**config.mk**
```make
export PLATFORM = sky130hd
export DESIGN_NAME = ocx_control_two
export DESIGN_NICKNAME = d
export VERILOG_FILES = /design/src/ocx_pkg.sv /design/src/ocx_fault_if.sv /design/src/ocx_fault_ctl.sv /design/src/ocx_control_two.sv
export VERILOG_INCLUDE_DIRS = /design/src
export SDC_FILE = /design/constraint.sdc
export NUM_CORES = 1
export LEC_CHECK = 0
export ABC_CLOCK_PERIOD_IN_PS = 2100
export BUFFER_PORTS_ARGS = -buffer_cell sky130_fd_sc_hd__buf_2
export CAP_MARGIN = 20
export CORE_ASPECT_RATIO = 0.8
export CORE_UTILIZATION = 47
export DETAILED_ROUTE_END_ITERATION = 6
export GPL_TIMING_DRIVEN = 0
export PLACE_DENSITY = 0.79
export RECOVER_POWER = 25
export SYNTH_ARGS = -nofsm -noshare
export SYNTH_HDL_FRONTEND = slang
export SYNTH_HIERARCHICAL = 1
export SYNTH_SLANG_ARGS = --single-unit
```
**constraint.sdc**
```tcl
create_clock -name ref_clk -period 2.1 [get_ports ref_clk]
set_clock_uncertainty 0.2 [all_clocks]
set_input_delay 0.21 -clock ref_clk [delete_from_list [all_inputs] [get_ports ref_clk]]
set_output_delay 0.21 -clock ref_clk [all_outputs]
set_load 0.01 [all_outputs]
```
**src/ocx_params.svh**
```systemverilog
// Purpose: Offsets, field positions and reset values of the compare control block
// Assumes: Word-indexed register port, 16-bit data
// Notes:   Definitions only
`ifndef OCX_PARAMS_SVH
`define OCX_PARAMS_SVH

// ==========================================================================
// Register indices
`define OCX_IDX_CON2        4'h0
`define OCX_IDX_IRQ_STAT    4'h1
`define OCX_IDX_IRQ_MASK    4'h2
`define OCX_IDX_FLT_STAT    4'h3

// ==========================================================================
// Control register fields
`define OCX_BIT_HOLD_SEL    15
`define OCX_BIT_FLT_LEVEL   14
`define OCX_BIT_FLT_FLOAT   13
`define OCX_BIT_POL_FLIP    12
`define OCX_BIT_CHAIN       8
`define OCX_BIT_TRIG_SEL    7
`define OCX_BIT_ARMED       6
`define OCX_BIT_PIN_FLOAT   5
`define OCX_SRC_HI          4
`define OCX_CON2_RESET      16'h000C
`define OCX_CON2_WMASK      16'hF1BF

// ==========================================================================
// Interrupt and fault status fields
`define OCX_IRQ_FAULT       0
`define OCX_IRQ_ARMED       1
`define OCX_IRQ_TRIGOUT     2
`define OCX_IRQ_WIDTH       3
`define OCX_FLT_LATCH       0

`endif

```
**src/ocx_pkg.sv**
```systemverilog
// Purpose: Types shared by the compare control block
// Assumes: Nothing
// Notes:   Constants live in ocx_params.svh
package ocx_pkg;

    // ======================================================================
    // Fault state machine
    typedef enum logic [1:0]
    {
        OCX_FS_NORMAL = 2'b01,
        OCX_FS_FAULT  = 2'b10
    } ocx_fstate_type;

endpackage

```
**src/ocx_fault_if.sv**
```systemverilog
// Purpose: Signals between the control top and the fault sequencer
// Assumes: One clock domain
// Notes:   No clocking block
`timescale 1ns/1ps
`default_nettype none

interface ocx_fault_if;
    logic faultSync;
    logic periodStart;
    logic holdSel;
    logic latchClr;
    logic faultActive;
    logic latchFlag;

    modport ctl
    (
        input  faultSync,
        input  periodStart,
        input  holdSel,
        input  latchClr,
        output faultActive,
        output latchFlag
    );

    modport top
    (
        output faultSync,
        output periodStart,
        output holdSel,
        output latchClr,
        input  faultActive,
        input  latchFlag
    );
endinterface

`default_nettype wire

```
**src/ocx_fault_ctl.sv**
```systemverilog
// Purpose: Fault mode sequencer with software latch
// Assumes: faultSync already synchronised to ref_clk
// Notes:   Fault mode only ends on a period start
`timescale 1ns/1ps
`default_nettype none

module ocx_fault_ctl
(
    input  wire logic   ref_clk,
    input  wire logic   reset_n,
    ocx_fault_if.ctl    fi
);

    ocx_pkg::ocx_fstate_type stateFf;
    ocx_pkg::ocx_fstate_type nxt_state;
    logic                    latchFf;
    logic                    mayLeave;

    // ======================================================================
    // Latch: a new fault beats a software clear in the same cycle
    always_ff @(posedge ref_clk)
    begin
        if (!reset_n)
            latchFf <= 1'b0;
        else if (fi.faultSync)
            latchFf <= 1'b1;
        else if (fi.latchClr)
            latchFf <= 1'b0;
    end

    // ======================================================================
    // State machine
    // Leaving mid-period would glitch the output, so exit waits for a period start
    assign mayLeave = !fi.faultSync && fi.periodStart && (!fi.holdSel || !latchFf);

    always_comb
    begin
        nxt_state = stateFf;
        case (stateFf)
            ocx_pkg::OCX_FS_NORMAL:
                if (fi.faultSync)
                    nxt_state = ocx_pkg::OCX_FS_FAULT;
            ocx_pkg::OCX_FS_FAULT:
                if (mayLeave)
                    nxt_state = ocx_pkg::OCX_FS_NORMAL;
            default:
                nxt_state = ocx_pkg::OCX_FS_NORMAL;
        endcase
    end

    always_ff @(posedge ref_clk)
    begin
        if (!reset_n)
            stateFf <= ocx_pkg::OCX_FS_NORMAL;
        else
            stateFf <= nxt_state;
    end

    assign fi.faultActive = (stateFf == ocx_pkg::OCX_FS_FAULT);
    assign fi.latchFlag   = latchFf;

    // ======================================================================
    // Checks
    hold_latched_a: assert property (@(posedge ref_clk) disable iff (!reset_n)
        fi.faultActive && fi.holdSel && latchFf && !fi.latchClr |=> fi.faultActive)
        else $error("fault mode left while latch still set");

    auto_exit_a: assert property (@(posedge ref_clk) disable iff (!reset_n)
        fi.faultActive && !fi.holdSel && !fi.faultSync && fi.periodStart |=> !fi.faultActive)
        else $error("fault mode not left at period start");

    fault_present_a: assert property (@(posedge ref_clk) disable iff (!reset_n)
        fi.faultSync |=> fi.faultActive && latchFf)
        else $error("fault input did not hold fault mode");

endmodule

`default_nettype wire

```
**src/ocx_control_two.sv**
```systemverilog
// Purpose: Second control register of a compare channel and its pin logic
// Assumes: Compare waveform, period start, enable and sources come from ref_clk logic
// Notes:   Fault pin is asynchronous and passes a two-stage synchroniser
//
// The implementer's own choices: the strobed register port and the address map.
`timescale 1ns/1ps
`default_nettype none
`include "ocx_params.svh"

// Overview of operation
// - Hold set: exit needs latch cleared too
// - Hold clear: exit on no fault, period
// - Fault drives pin at fault level bit
// - Fault float bit tri-states pin on fault
// - Polarity flip bit inverts compare output
// - Chain bit enables 32-bit cascade
// - Trigger select: trigger or sync mode
// - Armed flag shows timer triggered, running
// - Armed flag hardware set, software writable
// - Pin float bit tri-states the output
// - Bits eleven to nine read zero
// - Turn-off emits trigger-out pulse
module ocx_control_two
(
    input  wire logic          ref_clk,
    input  wire logic          reset_n,
    input  wire logic [3:0]    regAddr,
    input  wire logic [15:0]   regWrData,
    input  wire logic          regWr,
    input  wire logic          regRd,
    output logic      [15:0]   regRdData_ff,
    input  wire logic          faultPin,
    input  wire logic          compareRaw,
    input  wire logic          periodStart,
    input  wire logic          channelOn,
    input  wire logic [31:0]   sourcePulse,
    output logic               pinOut_ff,
    output logic               pinOe_ff,
    output logic               chainEn_ff,
    output logic               syncPulse_ff,
    output logic               timerRun_ff,
    output logic               trigOut_ff,
    output logic               irq_ff
);

    logic [15:0]               con2Ff;
    logic [15:0]               nxt_con2;
    logic [`OCX_IRQ_WIDTH-1:0] irqStatFf;
    logic [`OCX_IRQ_WIDTH-1:0] irqMaskFf;
    logic [`OCX_IRQ_WIDTH-1:0] events;
    logic                      faultMetaFf;
    logic                      faultSyncFf;
    logic                      faultActPrevFf;
    logic                      channelOnPrevFf;
    logic                      selPulse;
    logic                      hwArm;
    logic                      trigMode;
    logic                      offEdge;

    ocx_fault_if fi();

    // ======================================================================
    // Helpers
    function automatic logic wrHit(input logic [3:0] idx);
        wrHit = regWr && (regAddr == idx);
    endfunction

    function automatic logic rdHit(input logic [3:0] idx);
        rdHit = regRd && (regAddr == idx);
    endfunction

    // ======================================================================
    // Fault pin synchroniser
    always_ff @(posedge ref_clk)
    begin
        if (!reset_n)
        begin
            faultMetaFf <= 1'b0;
            faultSyncFf <= 1'b0;
        end
        else
        begin
            faultMetaFf <= faultPin;
            faultSyncFf <= faultMetaFf;
        end
    end

    // ======================================================================
    // Fault sequencer
    assign fi.faultSync   = faultSyncFf;
    assign fi.periodStart = periodStart;
    assign fi.holdSel     = con2Ff[`OCX_BIT_HOLD_SEL];
    // Write one to clear; a fault in the same cycle still wins inside the sequencer
    assign fi.latchClr    = wrHit(`OCX_IDX_FLT_STAT) && regWrData[`OCX_FLT_LATCH];

    ocx_fault_ctl u_fault
    (
        .ref_clk (ref_clk),
        .reset_n (reset_n),
        .fi      (fi)
    );

    // ======================================================================
    // Source selection
    // Index into sourcePulse; software must not point it at this channel
    assign selPulse = sourcePulse[con2Ff[`OCX_SRC_HI:0]];
    assign trigMode = con2Ff[`OCX_BIT_TRIG_SEL];
    assign hwArm    = trigMode && selPulse && channelOn;
    assign offEdge  = channelOnPrevFf && !channelOn;

    // ======================================================================
    // Control register
    always_comb
    begin
        nxt_con2 = con2Ff;
        if (wrHit(`OCX_IDX_CON2))
            nxt_con2 = regWrData & `OCX_CON2_WMASK;
        if (wrHit(`OCX_IDX_CON2))
            nxt_con2[`OCX_BIT_ARMED] = regWrData[`OCX_BIT_ARMED];
        if (hwArm)
            nxt_con2[`OCX_BIT_ARMED] = 1'b1;
    end

    always_ff @(posedge ref_clk)
    begin
        if (!reset_n)
            con2Ff <= `OCX_CON2_RESET;
        else
            con2Ff <= nxt_con2;
    end

    // ======================================================================
    // Pin drive
    always_ff @(posedge ref_clk)
    begin
        if (!reset_n)
        begin
            pinOut_ff <= 1'b0;
            pinOe_ff  <= 1'b0;
        end
        else
        begin
            if (fi.faultActive)
                pinOut_ff <= con2Ff[`OCX_BIT_FLT_LEVEL];
            else
                pinOut_ff <= compareRaw ^ con2Ff[`OCX_BIT_POL_FLIP];
            pinOe_ff <= !(con2Ff[`OCX_BIT_PIN_FLOAT] ||
                          (fi.faultActive && con2Ff[`OCX_BIT_FLT_FLOAT]));
        end
    end

    // ======================================================================
    // Mode outputs
    always_ff @(posedge ref_clk)
    begin
        if (!reset_n)
        begin
            chainEn_ff   <= 1'b0;
            syncPulse_ff <= 1'b0;
            timerRun_ff  <= 1'b0;
        end
        else
        begin
            chainEn_ff   <= con2Ff[`OCX_BIT_CHAIN];
            syncPulse_ff <= !trigMode && selPulse;
            timerRun_ff  <= con2Ff[`OCX_BIT_ARMED];
        end
    end

    // ======================================================================
    // Trigger out on turn-off
    // Consumers must deselect this source before it is disabled
    always_ff @(posedge ref_clk)
    begin
        if (!reset_n)
        begin
            channelOnPrevFf <= 1'b0;
            trigOut_ff      <= 1'b0;
        end
        else
        begin
            channelOnPrevFf <= channelOn;
            trigOut_ff      <= offEdge;
        end
    end

    // ======================================================================
    // Interrupts
    always_ff @(posedge ref_clk)
    begin
        if (!reset_n)
            faultActPrevFf <= 1'b0;
        else
            faultActPrevFf <= fi.faultActive;
    end

    always_comb
    begin
        events                   = '0;
        events[`OCX_IRQ_FAULT]   = fi.faultActive && !faultActPrevFf;
        events[`OCX_IRQ_ARMED]   = hwArm && !con2Ff[`OCX_BIT_ARMED];
        events[`OCX_IRQ_TRIGOUT] = offEdge;
    end

    // Read clears, but a new event in the same cycle stays set
    always_ff @(posedge ref_clk)
    begin
        if (!reset_n)
            irqStatFf <= '0;
        else if (rdHit(`OCX_IDX_IRQ_STAT))
            irqStatFf <= events;
        else
            irqStatFf <= irqStatFf | events;
    end

    always_ff @(posedge ref_clk)
    begin
        if (!reset_n)
            irqMaskFf <= '0;
        else if (wrHit(`OCX_IDX_IRQ_MASK))
            irqMaskFf <= regWrData[`OCX_IRQ_WIDTH-1:0];
    end

    always_ff @(posedge ref_clk)
    begin
        if (!reset_n)
            irq_ff <= 1'b0;
        else
            irq_ff <= |(irqStatFf & irqMaskFf);
    end

    // ======================================================================
    // Read port
    always_ff @(posedge ref_clk)
    begin
        if (!reset_n)
            regRdData_ff <= 16'h0000;
        else if (!regRd)
            regRdData_ff <= 16'h0000;
        else
        begin
            case (regAddr)
                `OCX_IDX_CON2:     regRdData_ff <= con2Ff;
                `OCX_IDX_IRQ_STAT: regRdData_ff <= {13'h0000, irqStatFf};
                `OCX_IDX_IRQ_MASK: regRdData_ff <= {13'h0000, irqMaskFf};
                `OCX_IDX_FLT_STAT: regRdData_ff <= {15'h0000, fi.latchFlag};
                default:           regRdData_ff <= 16'h0000;
            endcase
        end
    end

    // ======================================================================
    // Checks
    fault_level_a: assert property (@(posedge ref_clk) disable iff (!reset_n)
        fi.faultActive |=> pinOut_ff == $past(con2Ff[`OCX_BIT_FLT_LEVEL]))
        else $error("fault level not driven");

    fault_float_a: assert property (@(posedge ref_clk) disable iff (!reset_n)
        fi.faultActive && con2Ff[`OCX_BIT_FLT_FLOAT] |=> !pinOe_ff)
        else $error("pin not floated on fault");

    fault_drive_a: assert property (@(posedge ref_clk) disable iff (!reset_n)
        fi.faultActive && !con2Ff[`OCX_BIT_FLT_FLOAT] && !con2Ff[`OCX_BIT_PIN_FLOAT] |=> pinOe_ff)
        else $error("pin not driven on fault");

    pol_flip_a: assert property (@(posedge ref_clk) disable iff (!reset_n)
        !fi.faultActive |=> pinOut_ff == ($past(compareRaw) ^ $past(con2Ff[`OCX_BIT_POL_FLIP])))
        else $error("compare polarity wrong");

    chain_out_a: assert property (@(posedge ref_clk) disable iff (!reset_n)
        regWr && (regAddr == `OCX_IDX_CON2) |=> ##1 chainEn_ff == $past(regWrData[`OCX_BIT_CHAIN], 2))
        else $error("cascade enable not following write");

    sync_mode_a: assert property (@(posedge ref_clk) disable iff (!reset_n)
        !trigMode && selPulse |=> syncPulse_ff)
        else $error("sync pulse missing");

    trig_no_sync_a: assert property (@(posedge ref_clk) disable iff (!reset_n)
        trigMode |=> !syncPulse_ff)
        else $error("sync pulse in trigger mode");

    armed_set_a: assert property (@(posedge ref_clk) disable iff (!reset_n)
        hwArm |=> con2Ff[`OCX_BIT_ARMED] ##1 timerRun_ff)
        else $error("armed flag not set by trigger");

    armed_write_a: assert property (@(posedge ref_clk) disable iff (!reset_n)
        regWr && (regAddr == `OCX_IDX_CON2) && !hwArm |=>
            con2Ff[`OCX_BIT_ARMED] == $past(regWrData[`OCX_BIT_ARMED]))
        else $error("armed flag write lost");

    pin_float_a: assert property (@(posedge ref_clk) disable iff (!reset_n)
        con2Ff[`OCX_BIT_PIN_FLOAT] |=> !pinOe_ff)
        else $error("pin not floated");

    unimpl_zero_a: assert property (@(posedge ref_clk) disable iff (!reset_n)
        con2Ff[11:9] == 3'h0 && regRdData_ff[11:9] == 3'h0)
        else $error("unimplemented bits not zero");

    trig_out_a: assert property (@(posedge ref_clk) disable iff (!reset_n)
        offEdge |=> trigOut_ff ##1 !trigOut_ff)
        else $error("turn-off trigger pulse wrong");

    src_reset_a: assert property (@(posedge ref_clk)
        !reset_n |=> con2Ff == `OCX_CON2_RESET)
        else $error("control reset value wrong");

    fault_enter_a: assert property (@(posedge ref_clk) disable iff (!reset_n)
        $rose(faultSyncFf) |=> fi.faultActive ##1 !pinOe_ff || pinOut_ff == $past(con2Ff[14]))
        else $error("fault not entered");

endmodule

`default_nettype wire

```
==> impl_metrics.csv <==
group,metric,value,unit
floorplan,die_area,4351,um^2
route,wirelength,4467,um
floorplan,num_rows,20,
setup_path,cp.arrival,1.93,ns
cts,htreeDepth,2,
timing,relSlewSlack,60.24,%
logic_synthesis,synth_ff_type,"dfxtp_1",
setup_path,critPathCaptureType,"flip-flop",
cells_and_area,layout.nets,364,
route,drt_iter0_drc,135,
worst_hold_path,worstHoldStart,"regWrData[6]",
logic_synthesis,syn_inst,207,
route,vias,1799,
logic_synthesis,ys_seq_area_share,47.92,%
logic_synthesis,synth_fa_ha_area_share,0,%
worst_hold_path,min_path_type,"in2reg",
floorplan,core_area,3854,um^2
cts,cts-hold-fix-buffers,14,
grt,grt_pass1_vias,1503,
logic_synthesis,synth_compound_area_share,11.98,%
grt,grt_overflow,0,
logic_synthesis,ys_async_sr_fraction,0,%
logic_synthesis,yosysWarningCount,6,
cells_and_area,antennaDiodeCount,0,
cts,cts.clk_slew.worst_paths,0.08,ns
logic_synthesis,synthTopCellsByArea,"dfxtp_1 (48%), mux2i_1 (11%), nand2_1 (6.8%), and2_1 (5.2%), a21oi_1 (3.6%)",
cts,cts_resized,0,
timing,layout_min_cycle_time,1.952,ns
setup_path,crit_path_max_fanout,7,
route,ant_nets,0,
cells_and_area,area_delta_synth_final,34.96,%
grt,grt_pass1_wl,6893,um
status,status,"finished clean",
logic_synthesis,synth_area,1922,um^2
logic_synthesis,synth_cell_types,42,
logic_synthesis,synth-xor-area-share,0.4557,%
cells_and_area,layout-drive-gt1-share,29.51,%
placement,gp_routability_congestion,0.8660,
placement,io_buffers,74,
setup_path,cp_data_required_time,2.07,ns
floorplan,initial_utilization,49.87,%
timing,period_share,92.97,%
cts,cts.path.max_buffers,2,
setup_path,crit_path_start_kind,"flip-flop",
logic_synthesis,syn_area_per_cell,9.284,um^2
timing,finalHoldViolCount,0,
logic_synthesis,synth.area.mux_share,11.52,%
pwr,max-vdd-ir-drop,0.0003113,V
logic_synthesis,yosysMostFrequentCell,"dfxtp_1",
timing,rsz0062_at_grt,"false",
cts,cts_setup_buffers,0,
logic_synthesis,synth_edf_count,0,
grt,track_usage,21.53,%
cts,root_buffer,"clkbuf_8",
logic_synthesis,synth.top_cell.area_share,47.92,%
timing,final_max_slew_viol_count,0,
route,viasPerCell,4.997,
cts,cts_buffers,5,
cts,tritoncts,"yes",
cts,clk_latency,0.30,ns
logic_synthesis,ys_ff_latch,46,
placement,hpwl,3173,um
setup_path,cp-startpoint,"con2Ff[0]",
route,route.detailed.drc,0,
setup_path,critPathKind,"reg2reg",
pwr,fin_total_pwr,1.617,mW
setup_path,rr_startpoint,"con2Ff[0]",
route,drt_pre_antenna_iters,4,
logic_synthesis,yosys-top-cells-count,"dfxtp_1 (46), nand2_1 (35), mux2i_1 (21)",
pwr,leakage,1.119,nW
pwr,p_per_area,623.3,nW/um^2
timing,setup_tns,0,ns
cts,clock-sinks,46,
grt,grt_max_degree,15,
grt,antenna_found_initial,0,
floorplan,die-height,59.20,um
flow_run,maxCapViolCount,0,
floorplan,dieWidth,73.50,um
timing,finalSetupViolCount,0,
logic_synthesis,synth_top_family_by_area,"simple AND/OR/NAND/NOR gates",
timing,worst_pin_slew,0.5932,ns
logic_synthesis,yosys.area_share.simple,23.44,%
logic_synthesis,synth_top_area_cell,"dfxtp_1",
timing,max_freq,512.2,MHz
route,drt-wirelength-per-cell,12.41,um
floorplan,io_pins,83,
layer usage:
metal	GRT usage, %	wire length (um)
met1	29.57	2109
met2	32.77	2058
met3	4.252	231
met4	9.890	68
met5	0	0
state kept, by name (all words and copies together), names as in the netlist:
register / flops
con2Ff: 13
regRdData_ff: 13
irqMaskFf: 3
irqStatFf: 3
u_fault/stateFf: 2
chainEn_ff: 1
channelOnPrevFf: 1
faultActPrevFf: 1
faultMetaFf: 1
faultSyncFf: 1
irq_ff: 1
pinOe_ff: 1
pinOut_ff: 1
syncPulse_ff: 1
timerRun_ff: 1
trigOut_ff: 1
u_fault/fi.latchFlag: 1
cells by family (layout without fill, tap and decap cells):
| family | after synthesis | after routing |
|---|---|---|
| compound gates | 33 | 33 |
| mux | 22 | 22 |
| flops | 46 | 46 |
| other cells | 1 | 3 |
| buf+inv | 13 | 109 |
| simple gates | 91 | 91 |
| xor+xnor | 1 | 1 |
worst paths after layout:
path | endpoint | slack [ns] | depth (start not counted)
worst max register to register | con2Ff[6] | 0.15 | 6
worst min register to register | irqStatFf[0] | 0.21 | 1
worst min-delay path | con2Ff[6] | 0.01 | 3
worst max-delay path | con2Ff[6] | 0.15 | 6
worst max-delay path, stage by stage (launching register included):
cell and delay (ns):
dfxtp_1 0.49, nor2b_1 0.35, a22oi_1 0.11, nand4_1 0.17, a21oi_2 0.05, a311oi_2 0.33, o22ai_1 0.13
power breakdown:
part	total, mW	internal (mW)	switching [mW]
combinational	0.169	0.0925	0.0766
clock	0.552	0.264	0.287
sequential	0.896	0.887	0.00885
cell usage in the layout (no fill, tap or decap), drive strengths merged, types with 5 or more instances in the layout:
cell         Yosys  routed
buf              7      75
dfxtp           46      46
nor2b            5       5
mux2i           21      21
a21oi           15      15
nor2            15      15
dlygate4sd3      0      14
and2            16      16
clkbuf           4      16
nand2           35      35
nand3            9       9
per-stage QoR:
step           hold WS, ns  std cells  setup WS [ns]  utilization (%)  instance area (um^2)
3_5_place_dp        0.2028        338         0.2229            61.46                  2369
3_3_place_gp        0.1951        338         0.2253            61.46                  2369
6_report           0.01357        360         0.1476            67.31                  2594
4_1_cts           0.008530        360         0.1876            67.56                  2604
2_1_floorplan      0.09228        209         0.4429                -                  1929
5_1_grt            0.03227        360        0.07187            67.31                  2594
area by class of cell:
class | instances | area (um^2)
buffer | 11 | 78.83
multi-input combinational | 150 | 919.6
clock inverter | 2 | 12.51
sequential | 46 | 920.9
clock buffer | 6 | 82.58
fill | 355 | 1260
timing repair buffer | 88 | 503.0
tap | 55 | 68.82
inverter | 2 | 7.507
(Power assumes the default switching activity.)
